===== config.mk =====
export PLATFORM = sky130hd
export DESIGN_NAME = arp_result_port
export DESIGN_NICKNAME = d
export VERILOG_FILES = /design/src/arp_pkg.sv /design/src/arp_result_port.sv
export SDC_FILE = /design/constraint.sdc
export NUM_CORES = 1
export LEC_CHECK = 0
export BUFFER_PORTS_ARGS = -buffer_cell sky130_fd_sc_hd__buf_4
export CAP_MARGIN = 15
export CORE_UTILIZATION = 58
export CTS_BUF_LIST = sky130_fd_sc_hd__clkbuf_8
export DETAILED_ROUTE_END_ITERATION = 16
export PLACE_DENSITY = 0.81
export SLEW_MARGIN = 10
export SYNTH_ARGS = -nofsm -noshare
export SYNTH_HDL_FRONTEND = slang
export SYNTH_SLANG_ARGS = --single-unit

===== constraint.sdc =====
create_clock -name I_SYS_CLK -period 2.6 [get_ports I_SYS_CLK]
set_input_delay 0.52 -clock I_SYS_CLK [delete_from_list [all_inputs] [get_ports I_SYS_CLK]]
set_output_delay 0.52 -clock I_SYS_CLK [all_outputs]
set_load 0.005 [all_outputs]

===== src/arp_pkg.sv =====
// Shared constants and carrier types for the converter result output port
package arp_pkg;
  localparam int RESULT_W = 10;
  localparam int BYTE_W = 8;
  localparam int LOW_BITS = 2;
  localparam int SYNC_STAGES = 2;
  localparam int BUF_DEPTH = 2;
  localparam logic [9:0] RESULT_RST = 10'h000;
  localparam int CLK_PERIOD_NS = 8;
  localparam int SCLK_MAX_KHZ = 10000;
  // Least system cycles per shift-clock half period at the fastest legal shift clock
  localparam int SCLK_HALF_NS = 1000000 / SCLK_MAX_KHZ / 2;
  localparam int SCLK_HALF_CYC = (SCLK_HALF_NS + CLK_PERIOD_NS - 1) / CLK_PERIOD_NS;

  typedef struct packed {
    logic [9:0] data;
  } arp_result_t;

  typedef struct packed {
    logic [9:0] data;
    logic [9:0] oe;
  } arp_par_t;
endpackage : arp_pkg


===== src/arp_result_port.sv =====
// Result output port: two-entry buffer, parallel tri-state word or bytes, serial shifter
module arp_result_port (
  // Clock and reset
  input wire logic I_SYS_CLK,
  input wire logic I_RST,
  // Result stream from the conversion core
  input wire logic I_RES_VALID,
  output logic O_RES_READY,
  input wire arp_pkg::arp_result_t I_RES,
  // Conversion state from the core and start request to it
  input wire logic I_CONV_BUSY,
  output logic O_CONV_START,
  // Host pins
  input wire logic I_CHIP_SELECT_LOW,
  input wire logic I_READ_CONVERT,
  input wire logic I_WORD_FORMAT_SELECT,
  input wire logic I_BYTE_SELECT,
  input wire logic I_SCLK,
  // Host results
  output logic [9:0] O_PAR_DATA,
  output logic [9:0] O_PAR_OE,
  output logic O_SER_DATA,
  output logic O_SER_OE,
  output logic O_CONVERSION_DONE_LOW
);
  if (arp_pkg::BUF_DEPTH != 2 || arp_pkg::RESULT_W != 10 ||
      arp_pkg::SCLK_HALF_CYC < 1) begin : g_bad_cfg
    $error("arp_result_port: unsupported configuration");
  end

  //////////////////////////////////////////////////////////////////////////////
  // Pin synchronisers
  localparam int NSYNC = 5;
  logic [NSYNC-1:0] pin_raw;
  logic [NSYNC-1:0] sync1_reg;
  logic [NSYNC-1:0] sync2_reg;
  assign pin_raw = {I_SCLK, I_BYTE_SELECT, I_WORD_FORMAT_SELECT, I_READ_CONVERT,
                    I_CHIP_SELECT_LOW};
  always_ff @(posedge I_SYS_CLK or posedge I_RST) begin
    if (I_RST) begin
      // Idle pin levels (deselected, read) so no false edge follows reset
      sync1_reg <= 5'h03;
      sync2_reg <= 5'h03;
    end else begin
      sync1_reg <= pin_raw;
      sync2_reg <= sync1_reg;
    end
  end
  logic cs_n;
  logic rd_conv;
  logic word_fmt;
  logic byte_sel;
  logic sclk_s;
  assign cs_n = sync2_reg[0];
  assign rd_conv = sync2_reg[1];
  assign word_fmt = sync2_reg[2];
  assign byte_sel = sync2_reg[3];
  assign sclk_s = sync2_reg[4];

  //////////////////////////////////////////////////////////////////////////////
  // Two-entry result buffer
  logic [9:0] buf_reg [arp_pkg::BUF_DEPTH];
  logic [9:0] buf_next [arp_pkg::BUF_DEPTH];
  logic [1:0] cnt_reg;
  logic [1:0] cnt_next;
  logic wr_ptr_reg;
  logic wr_ptr_next;
  logic rd_ptr_reg;
  logic rd_ptr_next;
  logic buf_pop;
  logic buf_push;
  assign O_RES_READY = (cnt_reg != 2'h2);
  assign buf_push = I_RES_VALID && O_RES_READY;
  always_comb begin
    buf_next = buf_reg;
    cnt_next = cnt_reg;
    wr_ptr_next = wr_ptr_reg;
    rd_ptr_next = rd_ptr_reg;
    if (buf_push) begin
      buf_next[wr_ptr_reg] = I_RES.data;
      wr_ptr_next = ~wr_ptr_reg;
    end
    if (buf_pop && cnt_reg != 2'h0) begin
      rd_ptr_next = ~rd_ptr_reg;
    end
    case ({buf_push, buf_pop && cnt_reg != 2'h0})
      2'b10: cnt_next = cnt_reg + 2'h1;
      2'b01: cnt_next = cnt_reg - 2'h1;
      default: cnt_next = cnt_reg;
    endcase
  end
  always_ff @(posedge I_SYS_CLK or posedge I_RST) begin
    if (I_RST) begin
      buf_reg[0] <= arp_pkg::RESULT_RST;
      buf_reg[1] <= arp_pkg::RESULT_RST;
      cnt_reg <= 2'h0;
      wr_ptr_reg <= 1'b0;
      rd_ptr_reg <= 1'b0;
    end else begin
      buf_reg <= buf_next;
      cnt_reg <= cnt_next;
      wr_ptr_reg <= wr_ptr_next;
      rd_ptr_reg <= rd_ptr_next;
    end
  end
  logic avail;
  logic [9:0] head;
  assign avail = (cnt_reg != 2'h0) && !I_CONV_BUSY;
  assign head = buf_reg[rd_ptr_reg];

  //////////////////////////////////////////////////////////////////////////////
  // Control: conversion request, parallel format, serial shifter
  function automatic logic [9:0] fmt_par(input logic [9:0] d, input logic wf, input logic bs);
    if (wf) begin
      fmt_par = d;
    end else if (!bs) begin
      fmt_par = {d[9:2], 2'b00};
    end else begin
      fmt_par = {d[1:0], 8'h00};
    end
  endfunction : fmt_par

  logic rd_conv_d_reg;
  logic sclk_d_reg;
  logic start_reg;
  logic start_next;
  logic [9:0] par_reg;
  logic [9:0] par_next;
  logic par_oe_reg;
  logic par_oe_next;
  logic ser_reg;
  logic ser_next;
  logic ser_oe_reg;
  logic ser_oe_next;
  logic [9:0] shift_reg;
  logic [9:0] shift_next;
  logic [3:0] bits_reg;
  logic [3:0] bits_next;
  logic eoc_n_reg;
  logic eoc_n_next;
  logic sclk_fall;
  assign sclk_fall = sclk_d_reg && !sclk_s;
  always_comb begin
    start_next = !cs_n && rd_conv_d_reg && !rd_conv;
    par_next = fmt_par(head, word_fmt, byte_sel);
    par_oe_next = !cs_n && rd_conv && avail;
    eoc_n_next = !avail;
    ser_oe_next = !cs_n;
    shift_next = shift_reg;
    bits_next = bits_reg;
    ser_next = ser_reg;
    buf_pop = 1'b0;
    if (!avail) begin
      ser_next = 1'b0;
      bits_next = 4'h0;
    end else if (bits_reg == 4'h0) begin
      ser_next = 1'b1;
      shift_next = head;
      bits_next = 4'h1;
    end else if (!cs_n && sclk_fall) begin
      ser_next = shift_reg[9];
      shift_next = {shift_reg[8:0], 1'b0};
      bits_next = bits_reg + 4'h1;
    end
    // Retire the word once all ten bits went out or a word or low-byte parallel read ended
    // A stall by the core (busy) must not count as the end of a read
    if ((bits_reg == 4'hb) || (par_oe_reg && (cs_n || !rd_conv) && (word_fmt || byte_sel))) begin
      buf_pop = 1'b1;
      bits_next = 4'h0;
    end
  end
  always_ff @(posedge I_SYS_CLK or posedge I_RST) begin
    if (I_RST) begin
      rd_conv_d_reg <= 1'b1;
      sclk_d_reg <= 1'b0;
      start_reg <= 1'b0;
      par_reg <= arp_pkg::RESULT_RST;
      par_oe_reg <= 1'b0;
      ser_reg <= 1'b0;
      ser_oe_reg <= 1'b0;
      shift_reg <= arp_pkg::RESULT_RST;
      bits_reg <= 4'h0;
      eoc_n_reg <= 1'b1;
    end else begin
      rd_conv_d_reg <= rd_conv;
      sclk_d_reg <= sclk_s;
      start_reg <= start_next;
      par_reg <= par_next;
      par_oe_reg <= par_oe_next;
      ser_reg <= ser_next;
      ser_oe_reg <= ser_oe_next;
      shift_reg <= shift_next;
      bits_reg <= bits_next;
      eoc_n_reg <= eoc_n_next;
    end
  end
  assign O_CONV_START = start_reg;
  assign O_PAR_DATA = par_reg;
  assign O_PAR_OE = {10{par_oe_reg}};
  assign O_SER_DATA = ser_reg;
  assign O_SER_OE = ser_oe_reg;
  assign O_CONVERSION_DONE_LOW = eoc_n_reg;

  //////////////////////////////////////////////////////////////////////////////
  // Checks
  chk_ser_hiz: assert property (@(posedge I_SYS_CLK) disable iff (I_RST)
    cs_n |=> !O_SER_OE) else $error("serial output driven while deselected");
  chk_ser_low_busy: assert property (@(posedge I_SYS_CLK) disable iff (I_RST)
    (I_CONV_BUSY ##1 I_CONV_BUSY) |-> !O_SER_DATA) else $error("serial high during conversion");
  chk_eoc_flag: assert property (@(posedge I_SYS_CLK) disable iff (I_RST)
    I_CONV_BUSY |=> O_CONVERSION_DONE_LOW) else $error("done flag low while converting");
  chk_msb_first: assert property (@(posedge I_SYS_CLK) disable iff (I_RST)
    (avail && bits_reg == 4'h1 && !cs_n && sclk_fall) |=> O_SER_DATA == $past(shift_reg[9]))
    else $error("serial bit order wrong");
  chk_byte_low: assert property (@(posedge I_SYS_CLK) disable iff (I_RST)
    (!word_fmt && byte_sel) |=> O_PAR_DATA[7:0] == 8'h00) else $error("middle bits not zero");
  chk_word_fmt: assert property (@(posedge I_SYS_CLK) disable iff (I_RST)
    word_fmt |=> O_PAR_DATA == $past(head)) else $error("word format mismatch");
  chk_par_oe: assert property (@(posedge I_SYS_CLK) disable iff (I_RST)
    cs_n |=> O_PAR_OE == 10'h000) else $error("parallel driven while deselected");
  chk_shift_step: assert property (@(posedge I_SYS_CLK) disable iff (I_RST)
    (avail && bits_reg inside {[4'h1:4'ha]} && !cs_n && sclk_fall && !buf_pop)
    |=> bits_reg == $past(bits_reg) + 4'h1) else $error("shift count did not advance");
endmodule : arp_result_port


==> run metrics <==
antenna violations before repair 0; reg2reg start bits_reg[0]; Post-Route Utilization 0.726; RD Place Congestion 0.791; Post-synth top flop dfrtp_1; register area share after synthesis 0.594; clock root cell clkbuf_8; final setup fails 0; Async SR Flop Fraction 1.00; Total GRT Usage 0.207; Worst EP arrival 2.37 ns; clk buf depth 2; FILL cells 342; Vert. Die Dim 70.9 um; Horiz. Die Dim 70.9 um; largest net degree at the start of global routing 53; Mean Syn Cell Area 13.5 um2; worst endpoint required time 2.88 ns; Syn Nets 226; period utilization 0.802; CTS tree yes; Post-CTS Setup Repair Bufs 0; max FFs per register 20; RSZ-0062 raised after global routing false; post-route antenna net violation count 0; Final Worst Setup Slack 0.516 ns; max-cap viol count 0; # H-tree levels 3; Vias 1,635; drt pass-1 iters 5; total die area 5020 um2; post-synth top area share 0.537; post-DR vias/cell 5.49; post-DP HPWL 3.15 mm; Post-Place Setup Slack 0.539 ns; Synth Cell Area 2750 um2; Finished Layout Cells 298; Slew @ Worst Pin 0.593 ns; fraction of layout cells with a size suffix above 1 0.370; Post-CTS Hold Buffers 0; clock sinks 65; initial core utilization 0.619; CP max FO 15; CTS clk-pin slew, worst paths 0.07 ns; status finished clean; top post-synthesis cells by area dfrtp_1 54%, mux2_2 8.6%, mux2i_1 7.3%; Crit Path Category reg -> reg; Yosys reg bits 65; Setup crit start kind flop; cell accounting for the most synthesized area dfrtp_1; Wirelength per Cell 15.2 um; Antenna diodes 0; commonest non-fill, non-tap cell in the layout dfrtp_1; power density cells 1150 nW/um2; post-cts sizing count 0; hold crit path type in -> async; area grow syn2layout 17.2%; crit end category flop; CTS buffer count 9; maximum VDD drop 0.628 mV; Leakage Power 1.47 nW; grt total ovfl 0; Rel. slew slack 0.605; FP Rows 24; commonest non-fill, non-tap cells in the layout 59 x dfrtp_1, 44 x buf_4, 21 x mux2_2; fin crit period 2.08 ns; I/O pins 44; PortBufs 43; first-pass GRT wire length 7.65 mm; drt drc 0; routed wire length 4.53 mm; nets@finish 264; Worst Clk Skew 0.00635 ns; cells after synthesis 204; core area 4440 um2; drt initial violations 140; Placed Instances 283; Setup TNS Final 0 ns; CP startpoint bits_reg[0]; Slew Viols, Final 0; worst skew pair latency 0.34 ns; Post-synth EDFFs 0; vias in the first global route 1,617; Synth warnings 0; Netlist cell types 35; Max Clk Rate 480 MHz; Final Hold Fails 0
## where the power goes
group / switching (W) / internal (W) / total (W)
clock network: 0.000355 / 0.000483 / 0.000838
logic: 0.000536 / 0.000698 / 0.00123
registers: 0.000244 / 0.00140 / 0.00165
## routing by layer
metal | vias to the layer above | wire length, um | GRT usage
met3 | 11 | 137 | 0.0527
met5 | - | 0 | 0
met4 | 0 | 127 | 0.127
li1 | 787 | - | -
met1 | 811 | 2140 | 0.278
met2 | 26 | 2120 | 0.308
## cells in the mapped netlist (all sizes together) (4+ instances only)
cell and number:
dfrtp 59, mux2 21, mux2i 20, buf 16
nor2 11, nor4b 9, o22a 9, inv 8
a21oi 7, dfstp 6, nor2b 4, xnor2 4
## critical path, stage by stage, from the launching register on
cell	delay (ns)
dfrtp_1	0.41
inv_1	0.11
ha_1	0.16
or3b_2	0.66
a21oi_2	0.48
o22a_1	0.21
## worst paths after layout
| kind | end | slack, ns | depth (start not counted) |
|---|---|---|---|
| max reg2reg | shift_reg[7] | 0.52 | 5 |
| max | shift_reg[7] | 0.52 | 5 |
| min | buf_reg[1] | 0.12 | 2 |
| min reg2reg | sync2_reg[2] | 0.35 | 0 |
| max in group asynchronous | O_CONVERSION_DONE_LOW | 1.87 | 3 |
| min in group I_SYS_CLK | sync1_reg[0] | 0.28 | 1 |
## area by class of cell
class,instances,area (um2),share of cell area
flip-flops and latches,65,1630,0.507
well taps,52,65.1,0.0202
multi-input cells,113,950,0.295
clock buffers,11,151,0.0470
clock inverters,4,43.8,0.0136
inverters,8,30.0,0.00931
repair buffers,45,350,0.109
## per-stage QoR
| step | power, W | hold slack (ns) | area, um2 |
|---|---|---|---|
| 4_1_cts | 0.00375 | 0.124 | 3220 |
| 5_1_grt | 0.00395 | 0.142 | 3220 |
| 3_5_place_dp | 0.00291 | 0.336 | 3030 |
| 2_1_floorplan | 0.00256 | 0.331 | 2750 |
| 6_report | 0.00372 | 0.121 | 3220 |
| 3_3_place_gp | 0.00286 | 0.334 | 3030 |
## cell families after synthesis
kind of cell,Yosys count,share of synthesized area
buffers and inverters,26,0.0609
XOR/XNOR,6,0.0191
flip-flops,65,0.594
multiplexers,41,0.159
adder cells (fa/ha/maj),3,0.0136
AND/OR/NAND/NOR,39,0.0882
AO/OA/AOI/OAI,24,0.0655
(Power assumes the default switching activity.)
